File: config.mk
export PLATFORM = sky130hd
export DESIGN_NAME = scrfc_ctrl
export DESIGN_NICKNAME = d
export VERILOG_FILES = /design/src/include/scrfc_pkg.sv /design/src/include/scrfc_tmr_if.sv /design/src/design/scrfc_timer.sv /design/src/design/scrfc_ctrl.sv
export SDC_FILE = /design/constraint.sdc
export NUM_CORES = 1
export LEC_CHECK = 0
export BUFFER_PORTS_ARGS = -buffer_cell sky130_fd_sc_hd__buf_2
export CORE_UTILIZATION = 30
export DETAILED_ROUTE_END_ITERATION = 16
export PLACE_DENSITY = 0.53
export SYNTH_ARGS = -nofsm -noshare
export SYNTH_HDL_FRONTEND = slang
export SYNTH_SLANG_ARGS = --single-unit
File: constraint.sdc
create_clock -name clk -period 4.33 [get_ports clk]
set_input_delay 0.433 -clock clk [delete_from_list [all_inputs] [get_ports clk]]
set_output_delay 0.433 -clock clk [all_outputs]
set_load 0.01 [all_outputs]
File: src/include/scrfc_pkg.sv
// constants and types shared by the scr firing controller files
package scrfc_pkg;
	// ****************************************************************
	// clock and timing
	// ****************************************************************
	localparam int unsigned CLK_HZ        = 40_000_000;
	localparam int unsigned CLK_KHZ       = CLK_HZ / 1000;
	localparam int unsigned PULSE_MAX_US  = 2000;     // max gate pulse width
	localparam int unsigned ZC_TO_MS      = 40;       // zero-cross watchdog
	localparam int unsigned ADC_WIN_US    = 1000;     // post-edge adc window
	localparam int unsigned NO_MOTION_TIMEOUT_S      = 30;       // no-motion timeout
	localparam int unsigned TICK_MS       = 220;      // tick timer period
	localparam int unsigned PULSE_MAX_CYC = PULSE_MAX_US * CLK_KHZ / 1000;
	localparam int unsigned ZC_TO_CYC     = ZC_TO_MS * CLK_KHZ;
	localparam int unsigned ADC_WIN_CYC   = ADC_WIN_US * CLK_KHZ / 1000;
	localparam int unsigned NO_MOTION_TIMEOUT_CYC    = NO_MOTION_TIMEOUT_S * CLK_HZ;
	localparam int unsigned TICK_CYC      = TICK_MS * CLK_KHZ;

	// ****************************************************************
	// counts, widths and reset values
	// ****************************************************************
	localparam int unsigned CW          = 24;         // timer count width
	localparam int unsigned AW          = 12;         // adc sample width
	localparam logic [3:0]  OC_LIMIT    = 4'h8;       // overcurrent halves
	localparam logic [2:0]  UC_LIMIT    = 3'h4;       // undercurrent halves
	localparam logic [1:0]  ZC_TO_GATED = 2'h2;       // crossings in pwm
	localparam int unsigned ADC_REF_MV  = 3300;
	localparam int unsigned ADC_MIN_MV  = 220;        // software threshold
	localparam logic [AW-1:0] ADC_MIN_DEF =
		AW'(ADC_MIN_MV * 4096 / ADC_REF_MV);

	// ****************************************************************
	// types
	// ****************************************************************
	typedef enum logic [1:0] {SCRFC_ST_OFF, SCRFC_ST_PWM, SCRFC_ST_GATED}
		scrfc_state_t;
	typedef enum logic [1:0] {SCRFC_TM_OFF, SCRFC_TM_PWM, SCRFC_TM_GATED}
		scrfc_tmode_t;
	typedef enum logic [2:0] {SCRFC_F_NONE, SCRFC_F_ZC_TO, SCRFC_F_OVER,
		SCRFC_F_UNDER, SCRFC_F_MOTION} scrfc_fault_t;
endpackage

File: src/include/scrfc_tmr_if.sv
// carrier between the firing controller and its gate pulse timer
`timescale 1ns/10ps
interface scrfc_tmr_if;
	import scrfc_pkg::*;
	scrfc_tmode_t  mode;
	logic [CW-1:0] reload;
	logic [CW-1:0] pwm_width;
	logic          clear;
	logic          force_high;
	logic          gate;
	logic          reload_evt;
	logic [CW-1:0] count;
	logic          out_n;
	modport ctrl (output mode, reload, pwm_width, clear, force_high, gate,
		input reload_evt, count, out_n);
	modport tmr (input mode, reload, pwm_width, clear, force_high, gate,
		output reload_evt, count, out_n);
endinterface

File: src/design/scrfc_timer.sv
// gate pulse timer with pwm and gated modes
`timescale 1ns/10ps
module scrfc_timer (
	// clock and reset
	input  wire logic   clk,
	input  wire logic   resetn,
	// controller side
	scrfc_tmr_if.tmr    tif
);
	import scrfc_pkg::*;

	typedef struct packed {
		logic [CW-1:0] cnt;
		logic          out_n;
	} scrfc_tmr_st_t;

	scrfc_tmr_st_t q, d;
	logic [CW-1:0] lim;
	logic          wrap;

	// zero reload behaves as one so the counter cannot run away
	assign lim  = (tif.reload == '0) ? '0 : tif.reload - CW'(1);
	assign wrap = (q.cnt >= lim);

	// ****************************************************************
	// next state
	// ****************************************************************
	always_comb begin
		d = q;
		tif.reload_evt = 1'b0;
		unique case (tif.mode)
			SCRFC_TM_OFF: begin
				d.cnt   = '0;
				d.out_n = 1'b1;
			end
			SCRFC_TM_PWM: begin
				d.cnt   = wrap ? '0 : q.cnt + CW'(1);
				d.out_n = ~(d.cnt < tif.pwm_width); // low pulse per period
				tif.reload_evt = wrap;
			end
			SCRFC_TM_GATED: begin
				if (tif.clear) begin
					d.cnt   = '0;
					d.out_n = 1'b1;
				end else if (tif.gate) begin    // counts only while zc low
					if (wrap) begin
						d.cnt   = '0;
						d.out_n = ~q.out_n;
						tif.reload_evt = 1'b1;
					end else begin
						d.cnt = q.cnt + CW'(1);
					end
				end
			end
			default: begin
				d.cnt   = '0;
				d.out_n = 1'b1;
			end
		endcase
		if (tif.force_high)
			d.out_n = 1'b1;
	end

	assign tif.count = q.cnt;
	assign tif.out_n = q.out_n;

	// ****************************************************************
	// state register
	// ****************************************************************
	always_ff @(posedge clk or negedge resetn) begin
		if (!resetn) begin
			q.cnt   <= '0;
			q.out_n <= 1'b1;
		end else begin
			q <= d;
		end
	end
endmodule

File: src/design/scrfc_ctrl.sv
// scr firing controller for the conducting state
// Notes on behaviour
// - on entry the pulse timer runs pwm with acquired period, low pulses
// - in on state voltage edge irq off, current falling edge irq on
// - each current edge stamps watchdog count, then flips edge polarity
// - pwm until two full crossings seen, then edges off, gated mode
// - gated timer counts only while zc low; events at rise and reload
// - first gated reload after fall toggles the gate output low, later reloads force it high
// - reload becomes half last crossing at rise and at mode switch
// - first reload after fall sets reload to max pulse width, 2 ms
// - second reload ends pulse; duration is reload sum plus residual
// - no falling edge means no gate pulse for that half-cycle
// - no current edges for 40 ms gives zc timeout and off
// - overcurrent edges latched, polled at each rise; eight halves force off
// - adc checked during the 1 ms window after rise; no hit in the window enables secondary monitor
// - secondary monitor: four halves with no adc hit force off
// - active motion at a wakeup restarts the 30 s timeout
// - 30 s without motion disables timer and enters off
// - light load pulse starts half the last measured crossing after the fall
// - tick timer advances an 8-bit counter and is also a motion wakeup
// - gate output held high in off state
// - single watchdog timeout in on state goes off, no retries
`timescale 1ns/10ps
module scrfc_ctrl #(
	parameter int unsigned PULSE_CYC = scrfc_pkg::PULSE_MAX_CYC,
	parameter int unsigned ZC_TO     = scrfc_pkg::ZC_TO_CYC,
	parameter int unsigned ADC_WIN   = scrfc_pkg::ADC_WIN_CYC,
	parameter int unsigned NO_MOTION_TIMEOUT    = scrfc_pkg::NO_MOTION_TIMEOUT_CYC,
	parameter int unsigned TICK_PER  = scrfc_pkg::TICK_CYC
) (
	// clock and reset
	input  wire logic                        clk,
	input  wire logic                        resetn,
	// activation from the voltage acquisition logic
	input  wire logic                        on_start,
	input  wire logic [scrfc_pkg::CW-1:0]    mains_period,
	// pins
	input  wire logic                        current_zc_in,
	input  wire logic                        overcurrent_in,
	input  wire logic                        motion_in,
	output      logic                        scr_gate_out,
	// adc current sense
	input  wire logic                        adc_valid,
	input  wire logic [scrfc_pkg::AW-1:0]    current_sense_adc,
	input  wire logic [scrfc_pkg::AW-1:0]    min_thresh,
	// status
	output      logic                        on_state,
	output      logic                        gated_mode,
	output      logic                        voltage_edge_en,
	output      logic                        zc_fall_en,
	output      logic                        zc_rise_en,
	output      logic                        sec_mon_en,
	output      logic [scrfc_pkg::CW-1:0]    zc_stamp,
	output      logic [scrfc_pkg::CW-1:0]    zc_duration,
	output      logic [7:0]                  tick_count,
	output      scrfc_pkg::scrfc_fault_t     last_fault
);
	import scrfc_pkg::*;

	// ****************************************************************
	// state
	// ****************************************************************
	typedef struct packed {
		logic [2:0]    zc_s;     // [0] first sync flop, [1] second, [2] prev
		logic [2:0]    oc_s;
		logic [1:0]    mot_s;
		scrfc_state_t  st;
		logic          pol;      // 0 waits fall, 1 waits rise
		logic [1:0]    nzc;      // completed crossings in pwm
		logic [CW-1:0] wd;
		logic [CW-1:0] stamp;
		logic [CW-1:0] dur;
		logic [CW-1:0] acc;
		logic [1:0]    nrel;
		logic [CW-1:0] reload;
		logic          oc_pend;
		logic [3:0]    oc_cnt;
		logic [CW-1:0] win;
		logic          sec_en;
		logic          uhit;
		logic [2:0]    uc_cnt;
		logic [31:0]   mot;
		logic [31:0]   tdiv;
		logic [7:0]    tick;
		scrfc_fault_t  fault;
	} scrfc_ctrl_st_t;

	scrfc_ctrl_st_t q, d;
	scrfc_tmr_if    tif ();

	logic zc_low;
	logic fall;
	logic rise;
	logic oc_rise;
	logic tick_evt;
	logic wake;
	logic adc_hit;
	scrfc_fault_t flt;

	// half of a measured crossing, used as the next pulse delay
	function automatic logic [CW-1:0] half(input logic [CW-1:0] v);
		half = v >> 1;
	endfunction

	// ****************************************************************
	// edges and events; only the second sync flop and later are read
	// ****************************************************************
	assign zc_low   = ~q.zc_s[1];
	assign fall     = q.zc_s[2] & ~q.zc_s[1];
	assign rise     = ~q.zc_s[2] & q.zc_s[1];
	assign oc_rise  = ~q.oc_s[2] & q.oc_s[1];
	assign tick_evt = (q.tdiv >= TICK_PER - 1);
	assign wake     = rise | fall | tick_evt;
	assign adc_hit  = adc_valid & (current_sense_adc > min_thresh);

	// ****************************************************************
	// next state
	// ****************************************************************
	always_comb begin
		d = q;
		flt = SCRFC_F_NONE;
		tif.mode       = SCRFC_TM_OFF;
		tif.reload     = q.reload;
		tif.pwm_width  = CW'(PULSE_CYC);
		tif.clear      = 1'b0;
		tif.force_high = 1'b0;
		tif.gate       = zc_low;

		// pin synchronisers
		d.zc_s  = {q.zc_s[1:0], current_zc_in};
		d.oc_s  = {q.oc_s[1:0], overcurrent_in};
		d.mot_s = {q.mot_s[0], motion_in};

		// free tick timer; its event also serves as a wakeup for motion sampling
		d.tdiv = tick_evt ? '0 : q.tdiv + 32'd1;
		if (tick_evt)
			d.tick = q.tick + 8'h01;

		unique case (q.st)
			SCRFC_ST_OFF: begin
				// timer off keeps the gate high
				if (on_start) begin
					d.st     = SCRFC_ST_PWM;
					d.reload = mains_period;
					d.pol    = 1'b0;            // fall edge first
					d.nzc    = '0;
					d.wd     = '0;
					d.mot    = '0;
				end
			end
			SCRFC_ST_PWM, SCRFC_ST_GATED: begin
				// watchdog restarts at every rise
				d.wd = rise ? '0 : q.wd + CW'(1);
				if (q.st == SCRFC_ST_PWM) begin
					tif.mode = SCRFC_TM_PWM;
					if (!q.pol && fall) begin
						d.stamp = q.wd;
						d.pol   = 1'b1;
					end else if (q.pol && rise) begin
						d.stamp = q.wd;
						d.dur   = q.wd - q.stamp;
						d.pol   = 1'b0;
						d.nzc   = q.nzc + 2'h1;
						if (d.nzc == ZC_TO_GATED) begin
							d.st       = SCRFC_ST_GATED;
							d.reload   = half(d.dur);
							tif.mode   = SCRFC_TM_GATED;
							tif.clear  = 1'b1;
						end
					end
				end else begin
					// gated: counts only while zc low
					tif.mode = SCRFC_TM_GATED;
					if (fall) begin
						d.acc  = '0;
						d.nrel = '0;
					end
					if (tif.reload_evt) begin
						d.acc = q.acc + q.reload;
						if (q.nrel == 2'h0) begin
							d.reload = CW'(PULSE_CYC);
						end else begin
							tif.force_high = 1'b1;
						end
						if (q.nrel != 2'h3)
							d.nrel = q.nrel + 2'h1;
					end
					if (rise) begin
						d.dur      = q.acc + tif.count;
						d.reload   = half(d.dur);
						tif.clear  = 1'b1;
					end
				end

				// overcurrent polled once per half-cycle
				if (rise) begin
					d.oc_cnt  = q.oc_pend ? q.oc_cnt + 4'h1 : 4'h0;
					d.oc_pend = 1'b0;
				end
				if (oc_rise)
					d.oc_pend = 1'b1;            // set wins over the poll

				// primary adc window after each rise
				if (rise) begin
					d.win = CW'(ADC_WIN);
				end else if (q.win != '0) begin
					d.win = q.win - CW'(1);
					if (adc_hit) begin
						d.win    = '0;
						d.sec_en = 1'b0;
					end else if (q.win == CW'(1)) begin
						d.sec_en = 1'b1;
					end
				end

				// secondary monitor over each half-cycle
				if (rise) begin
					d.uhit = 1'b0;
					if (q.sec_en)
						d.uc_cnt = q.uhit ? 3'h0 : q.uc_cnt + 3'h1;
				end
				// a hit in the rise cycle belongs to the new half: set wins
				if (q.sec_en && !zc_low && adc_hit)
					d.uhit = 1'b1;

				// motion sampled at wakeups
				d.mot = q.mot + 32'd1;
				if (wake && q.mot_s[1])
					d.mot = '0;

				// fault checks, last wins in priority
				if (q.mot >= NO_MOTION_TIMEOUT - 1)
					flt = SCRFC_F_MOTION;
				if (q.uc_cnt >= UC_LIMIT)
					flt = SCRFC_F_UNDER;
				if (q.oc_cnt >= OC_LIMIT)
					flt = SCRFC_F_OVER;
				if (q.wd >= CW'(ZC_TO - 1))
					flt = SCRFC_F_ZC_TO;
			end
			default: d.st = SCRFC_ST_OFF;
		endcase

		// leaving for off: timer stopped and every counter cleared except the tick timer and tick counter
		if (flt != SCRFC_F_NONE) begin
			tif.mode   = SCRFC_TM_OFF;
			d.fault    = flt;
			d.st       = SCRFC_ST_OFF;
			d.pol      = 1'b0;
			d.nzc      = '0;
			d.wd       = '0;
			d.acc      = '0;
			d.nrel     = '0;
			d.oc_pend  = 1'b0;
			d.oc_cnt   = '0;
			d.win      = '0;
			d.sec_en   = 1'b0;
			d.uhit     = 1'b0;
			d.uc_cnt   = '0;
			d.mot      = '0;
		end
	end

	// ****************************************************************
	// state register
	// ****************************************************************
	always_ff @(posedge clk or negedge resetn) begin
		if (!resetn) begin
			q       <= '0;
			q.zc_s  <= 3'h7;                     // idle high, no false fall
			q.st    <= SCRFC_ST_OFF;
			q.fault <= SCRFC_F_NONE;
		end else begin
			q <= d;
		end
	end

	// ****************************************************************
	// gate pulse timer
	// ****************************************************************
	scrfc_timer u_timer (
		.clk    (clk),
		.resetn (resetn),
		.tif    (tif.tmr)
	);

	// ****************************************************************
	// outputs
	// ****************************************************************
	assign scr_gate_out    = tif.out_n;         // registered in the timer
	assign on_state        = (q.st != SCRFC_ST_OFF);
	assign gated_mode      = (q.st == SCRFC_ST_GATED);
	assign voltage_edge_en = (q.st == SCRFC_ST_OFF);
	assign zc_fall_en      = (q.st == SCRFC_ST_PWM) & ~q.pol;
	assign zc_rise_en      = (q.st == SCRFC_ST_PWM) & q.pol;
	assign sec_mon_en      = q.sec_en;
	assign zc_stamp        = q.stamp;
	assign zc_duration     = q.dur;
	assign tick_count      = q.tick;
	assign last_fault      = q.fault;
endmodule

Yosys cells after proc, flatten, opt, wreduce, memory -nomap -nowiden
Index checks and enable logic that the tools add are counted.
{"block": "word_totals", "inputBits": 55, "register_bits": 269, "wordCells": 209}
{"block": "classes", "add_sub_neg": 14, "order_cmp": 8, "n_eq_ne": 26, "bitwise_logic": 14, "reduce_logical": 42, "mux": 81}
{"operator": "2-to-1 mux 24 bit", "n": 16}
{"operator": "2-to-1 mux 26 bit", "n": 4}
{"operator": "2-to-1 mux 32 bit", "n": 3}
{"operator": "2-to-1 mux 25 bit", "n": 3}
{"operator": "2-to-1 mux 66 bit", "n": 1}
{"operator": "adder 32 x 1 -> 32 bit (second input constant)", "n": 2}
{"operator": "case mux 32 bit (2 select lines)", "n": 1}
{"operator": "2-to-1 mux 29 bit", "n": 2}
{"operator": "case mux 27 bit (2 select lines)", "n": 1}
{"operator": "2-to-1 mux 50 bit", "n": 1}
{"operator": "case mux 25 bit (2 select lines)", "n": 1}
{"operator": "adder 24 x 1 -> 24 bit (second input constant)", "n": 2}
{"operator": "adder 24 bit", "n": 2}
{"operator": "2-to-1 mux 48 bit", "n": 1}
{"operator": "case mux 24 bit (2 select lines)", "n": 1}
{"operator": "subtractor 24 x 1 -> 24 bit (second input constant)", "n": 2}
{"operator": "2-to-1 mux 34 bit", "n": 1}
{"operator": ">= comparator 32 x 24 -> 1 bit (second input constant)", "n": 1}
{"operator": ">= comparator 32 x 31 -> 1 bit (second input constant)", "n": 1}
{"operator": "== test 24 x 1 -> 1 bit (second input constant)", "n": 1}
{"operator": ">= comparator 24 x 21 -> 1 bit (second input constant)", "n": 1}
{"operator": ">= comparator 24 bit", "n": 1}
{"operator": "logical NOT 24 bit", "n": 1}
{"operator": "less-than comparator 24 x 17 -> 1 bit (second input constant)", "n": 1}
{"operator": "38 further kinds", "n": 134}

Logic depth before layout (Yosys ltp)
{"block": "depth", "word_depth": 15, "ltp_mapped": 20}

By module
From an unflattened synthesis, not the netlist that was laid out.
{"block": "unflattened", "hier_cells": 2272, "area_unflattened_um2": 19094.6}
{"module": "scrfc_ctrl", "cells_per_inst": 1794, "area_per_inst_um2": 15597.5, "instances": 1, "seq_area_each_um2": 6109.6}
{"module": "scrfc_timer", "cells_per_inst": 478, "area_per_inst_um2": 3497.1, "instances": 1, "seq_area_each_um2": 626.9}

Least setup slack after synthesis
Ideal clock, no wire load.
{"block": "synth_timing", "path_kind": "register -> register", "start": "register q, in the netlist tif.reload[3]", "end": "register q, in the netlist tif.reload[15]", "stages_incl_launch_ff": 17, "path_buffers": 1, "arrival_time_ns": 4.503, "slack_ns": -0.298, "synth_period_minus_slack_ns": 4.628, "cell_sequence": "dfrtp_1 > or4_1 > nor4_1 > nand3_1 > nor2_1 > xor2_1 > nand2_1 > ha_1 > a21o_1 > a21o_1 > a21o_1 > o21a_1 > a31oi_1 > o211ai_1 > nand2_1 > buf_2 > mux2_2"}
{"block": "synth_between", "elab_chain_len": 9}
{"item": "start, declared", "line": "scrfc_ctrl.sv:88", "source": "scrfc_ctrl_st_t q, d;"}
{"item": "subtractor 24 x 1 -> 24 bit / logical NOT 24 bit (equally long branches)", "line": "scrfc_timer.sv:22", "source": "assign lim = (tif.reload == '0) ? '0 : tif.reload - CW'(1);"}
{"item": "2-to-1 mux 24 bit *", "line": "scrfc_timer.sv:22"}
{"item": ">= comparator 24 bit *", "line": "scrfc_timer.sv:23", "source": "assign wrap = (q.cnt >= lim);"}
{"item": "2-to-1 mux 1 bit", "line": "scrfc_timer.sv:46", "source": "if (wrap) begin"}
{"item": "2-to-1 mux 1 bit", "line": "scrfc_timer.sv:45", "source": "end else if (tif.gate) begin"}
{"item": "2-to-1 mux 1 bit", "line": "scrfc_timer.sv:42", "source": "if (tif.clear) begin"}
{"item": "case mux 1 bit (2 select lines) *", "line": "scrfc_timer.sv:31", "source": "unique case (tif.mode)"}
{"item": "!= test 4 bit (no line) *"}
{"item": "AND reduction 7 bit (no line) *"}
Every way passes the cells marked *; elsewhere a longest branch is shown, timed or not.
A chain may end at the register's enable or synchronous reset.

Final worst setup path
{"block": "layout_timing", "start": "register q, in the netlist tif.reload[3]", "end": "register q, in the netlist tif.reload[10]"}
Same word-level chain as after synthesis.

==> impl_summary.md <==
Finish
At the end of the flow, the number of nets in the layout was 2457. The library cells used most frequently in the layout, excluding fill and tap cells, are sky130_fd_sc_hd__nand2_1, sky130_fd_sc_hd__dfrtp_1, sky130_fd_sc_hd__o21ai_0, sky130_fd_sc_hd__nor2_1, sky130_fd_sc_hd__a21oi_1. The diode insertion count for antenna repair is 0.

The ratio of cells with drive above 1 in the final layout is 15.05%. The commonest non-fill, non-tap cell in the layout is sky130_fd_sc_hd__nand2_1. The signed area change from the synthesized netlist to the final layout is 16.77%. The total non-filler cell area in the finished layout is 21350 um2.

Global route
Entering global routing, the biggest net connects 103 pins. The first-pass GRT wire length is 88470 um. The number of antenna violations at the first check in global routing is 2. The number of global-route vias before repair is 15880.

The overall overflow remaining after global route is 0. Global routing consumed, over all layers together, 17.81% of the routing resources.

Worst hold path
The hold-critical path endpoint is tif.reload[1]. The worst hold path belongs to the class primary input to flop. The hold path startpoint is mains_period[1]. Counting instances, the worst hold path has a depth of 3.

Setup path
The beginning of the worst register-to-register path is tif.reload[3]. The count of cells along the worst register-to-register path is 17. Of all nets on the critical path, the largest fanout is 8. The endpoint of the worst register-to-register path is tif.reload[10]. The arrival time of data at the critical path endpoint is 4.74 ns. The endpoint type of the worst setup path is a flop. STA classifies the critical path startpoint as a flop. For the worst setup path, the data required time is 4.77 ns.

The critical path in this run is classified as flop to flop. The setup slack of the worst register-to-register path is 0.04 ns.

Timing
For the pin with the worst max-slew slack, the measured transition is 1.007 ns. The number of max-slew violations in the final report was 0. The worst pin sits at a relative slew slack of 32.25%. Final hold analysis gives a worst-case slack of 0.1864 ns. Setup repair after global routing could not meet its margin everywhere.

Based on the critical path, the design can be clocked at up to 0.2330 GHz. The final hold violation count is 0. The worst setup slack after layout is 0.03757 ns. The largest clock skew in the final design is 0.03642 ns. In the finished design, the share of the clock period the worst path needs comes to 99.13%. Setup violations remaining at the end of the flow were counted as 0. The minimum clock period after layout is 4.292 ns.

Place
In this run the tool buffered the top-level ports with 120 buffer cells. After legalization and detailed placement, the total HPWL measured 41640 um. The weighted congestion reported at the end of routability-driven placement is 0.9490.

The instance area after placement is 19920 um2. Before CTS, the worst setup slack after placement is -0.1239 ns.

Power
The proportion of power drawn by the clock network is 27.6%. The relative contribution of sequential cells to total power is 31.8%. The power density relative to cell area is 490.2 nW/um2.

The internal cell power is 0.006284 W. The switching component of the power is 0.004182 W. VDD sags by at most 0.0002256 V. The net switching fraction of the power is 39.96%. In this run the static leakage power is 9.860 nW. The share of total power dissipated in combinational logic is 40.6%. The design draws 0.01047 W.

Routing
After detailed routing, the number of vias per cell comes to 5.343. For this run, the detailed router's first-pass iteration total came to 5. The detail route stage leaves a number of antenna-violating nets equal to 0. The post-route DRC violation count is 0. Across all layers, the routed design uses 16420 vias.

After detailed routing, the total wire length is 55740 um. The routed length per placed instance is 18.13 um. The detailed router finished its first iteration with 1282 violations.

Clock network
The number of buffers added by the clock tree synthesis step is 34. The master cell of the clock root buffer is sky130_fd_sc_hd__clkbuf_16. Clock-pin slew was measured on the worst setup and hold paths at 0.06 ns. The number of clock sinks is 269.

TritonCTS built the clock tree. The longest clock path from root to sink contains 3 buffers. The count of H-tree levels built during CTS is 2.

The later pin in the worst-skew pair is clocked with a latency of 0.56 ns.

Synthesis
The most used flip-flop cell after synthesis is sky130_fd_sc_hd__dfrtp_1. After synthesis the netlist holds a flip-flop and latch count of 269. After synthesis the cells add up to 18280 um2.

The part of the Yosys area used for sequential elements is 36.84%. Yosys mapped a number of flops with a built-in enable equal to 0. The post-synthesis area per instance is 8.500 um2.

Yosys mapped the design onto 85 distinct sky130hd cell types. The number of cells produced by synthesis is 2151. The yosys synthesis warning count is 0. In the synthesized netlist the async set-or-reset flop fraction comes to 100.0%.

Flow run
The reported max-cap violation count is 0.

Run status
The flow ran to the end, and the final reports show no timing, DRC or antenna violations.

Floorplan
The floorplan step defined a die boundary enclosing 61940 um2. The site row count is 90. Measured along the x axis, the die boundary spans 248.9 um. 121 I/O pins were placed. The effective utilization at floorplan is 30.35%. The core area is 60250 um2. The die height is 248.9 um.
Yosys cell counts (12+ instances only):
cell type | count | share of area (%)
sky130_fd_sc_hd__dfrtp_1 | 265 | 36
sky130_fd_sc_hd__nor4_1 | 18 | 0.62
sky130_fd_sc_hd__nand3_1 | 80 | 2.2
sky130_fd_sc_hd__a31oi_1 | 31 | 1.1
sky130_fd_sc_hd__xnor2_1 | 58 | 2.8
sky130_fd_sc_hd__buf_4 | 59 | 2.4
sky130_fd_sc_hd__a211oi_1 | 12 | 0.49
sky130_fd_sc_hd__clkbuf_1 | 69 | 1.4
sky130_fd_sc_hd__nand4_1 | 29 | 0.99
sky130_fd_sc_hd__a21o_1 | 40 | 1.6
sky130_fd_sc_hd__o21ai_0 | 250 | 6.8
sky130_fd_sc_hd__nand2b_1 | 21 | 0.72
sky130_fd_sc_hd__nand2_1 | 284 | 5.8
sky130_fd_sc_hd__or4_1 | 15 | 0.62
sky130_fd_sc_hd__inv_1 | 81 | 1.7
sky130_fd_sc_hd__a21oi_1 | 132 | 3.6
sky130_fd_sc_hd__ha_1 | 129 | 8.8
sky130_fd_sc_hd__o31ai_1 | 39 | 1.6
sky130_fd_sc_hd__and3_1 | 43 | 1.5
sky130_fd_sc_hd__nor3_1 | 38 | 1.0
sky130_fd_sc_hd__nor2_1 | 136 | 2.8
sky130_fd_sc_hd__xor2_1 | 58 | 2.8
sky130_fd_sc_hd__nor2b_1 | 22 | 0.75
sky130_fd_sc_hd__o21a_1 | 18 | 0.74
metrics by stage:
step	utilization, %	setup TNS [ns]	cells
2_1_floorplan	-	0	2158
3_3_place_gp	33.06	-0.1051	3006
3_5_place_dp	33.06	-1.509	3006
4_1_cts	35.07	0	3072
5_1_grt	35.44	-4.223	3074
6_report	35.44	0	3074
per-layer routing:
metal	track usage (%)	share of wire (%)
met5	0	0
met4	4.827	2.1
met3	2.853	5.8
met2	29.11	47
met1	24.26	46
worst max-delay path by stage:
stage / to / start
3_3_place_gp: tif.reload[13] / tif.reload[9]
2_1_floorplan: u_timer.tif.count[12] / tif.reload[9]
6_report: tif.reload[10] / tif.reload[3]
3_5_place_dp: tif.reload[13] / tif.reload[3]
5_1_grt: tif.reload[20] / tif.reload[3]
4_1_cts: u_timer.tif.count[4] / tif.reload[9]
cells by family (layout without fill, tap and decap cells):
kind of cell / after synthesis / in the layout / synth area share, %
compound gates: 638 / 638 / 21.51
flops: 269 / 269 / 36.84
fa+ha+maj: 132 / 132 / 9.156
other cells: 1 / 8 / 0.02051
simple gates: 749 / 749 / 19.82
buf+inv: 227 / 361 / 5.988
xor+xnor: 116 / 116 / 5.557
mux: 19 / 19 / 1.102
critical path, cell delays in order, from the launching register on:
cell and delay [ns]:
sky130_fd_sc_hd__dfrtp_1 0.38, sky130_fd_sc_hd__or4_4 0.56, sky130_fd_sc_hd__nor4_4 0.20, sky130_fd_sc_hd__nand2_1 0.16, sky130_fd_sc_hd__buf_6 0.16, sky130_fd_sc_hd__nor3_2 0.12, sky130_fd_sc_hd__xnor2_1 0.14, sky130_fd_sc_hd__nand2_1 0.11
sky130_fd_sc_hd__ha_4 0.28, sky130_fd_sc_hd__and4_4 0.22, sky130_fd_sc_hd__o2111ai_2 0.13, sky130_fd_sc_hd__o211ai_1 0.43, sky130_fd_sc_hd__a31oi_2 0.21, sky130_fd_sc_hd__o211ai_1 0.33, sky130_fd_sc_hd__nand2_2 0.18, sky130_fd_sc_hd__buf_12 0.21
sky130_fd_sc_hd__buf_4 0.15, sky130_fd_sc_hd__o21ai_0 0.23
final cells by class:
| cell class | count | area [um2] |
|---|---|---|
| multi-input combinational | 1662 | 10720 |
| clock buffer | 48 | 963.4 |
| tap | 782 | 978.4 |
| timing repair buffer | 220 | 1500 |
| clock inverter | 10 | 143.9 |
| inverter | 83 | 311.5 |
| fill | 6162 | 38890 |
| sequential | 269 | 6736 |
what timing repair did:
action	CTS	global route
setup endpoints to repair	55	69
pin swaps	2	7
buffers inserted	4	1
endpoints found under the hold margin	28	0
hold buffers	4	0
gates resized for setup	5	40
cloned	0	1
power groups by stage:
stage | clock [W] | combinational, W | sequential (W)
after floorplan | 0 | 0.00277 | 0.00325
after global placement | 0 | 0.00402 | 0.00333
after detailed placement | 0 | 0.00407 | 0.00334
after CTS | 0.00299 | 0.00411 | 0.00330
after global routing | 0.00309 | 0.00470 | 0.00337
final | 0.00289 | 0.00425 | 0.00333
sequential cells by signal (all words and copies together) (netlist names):
signal / cells
zc_duration: 24
tif.reload: 24
q: 155
u_timer.tif.count: 24
sec_mon_en: 1
tick_count: 8
last_fault: 3
zc_stamp: 24
d: 5
u_timer.tif.out_n: 1
No activity file was read; power rests on OpenSTA's default activity.
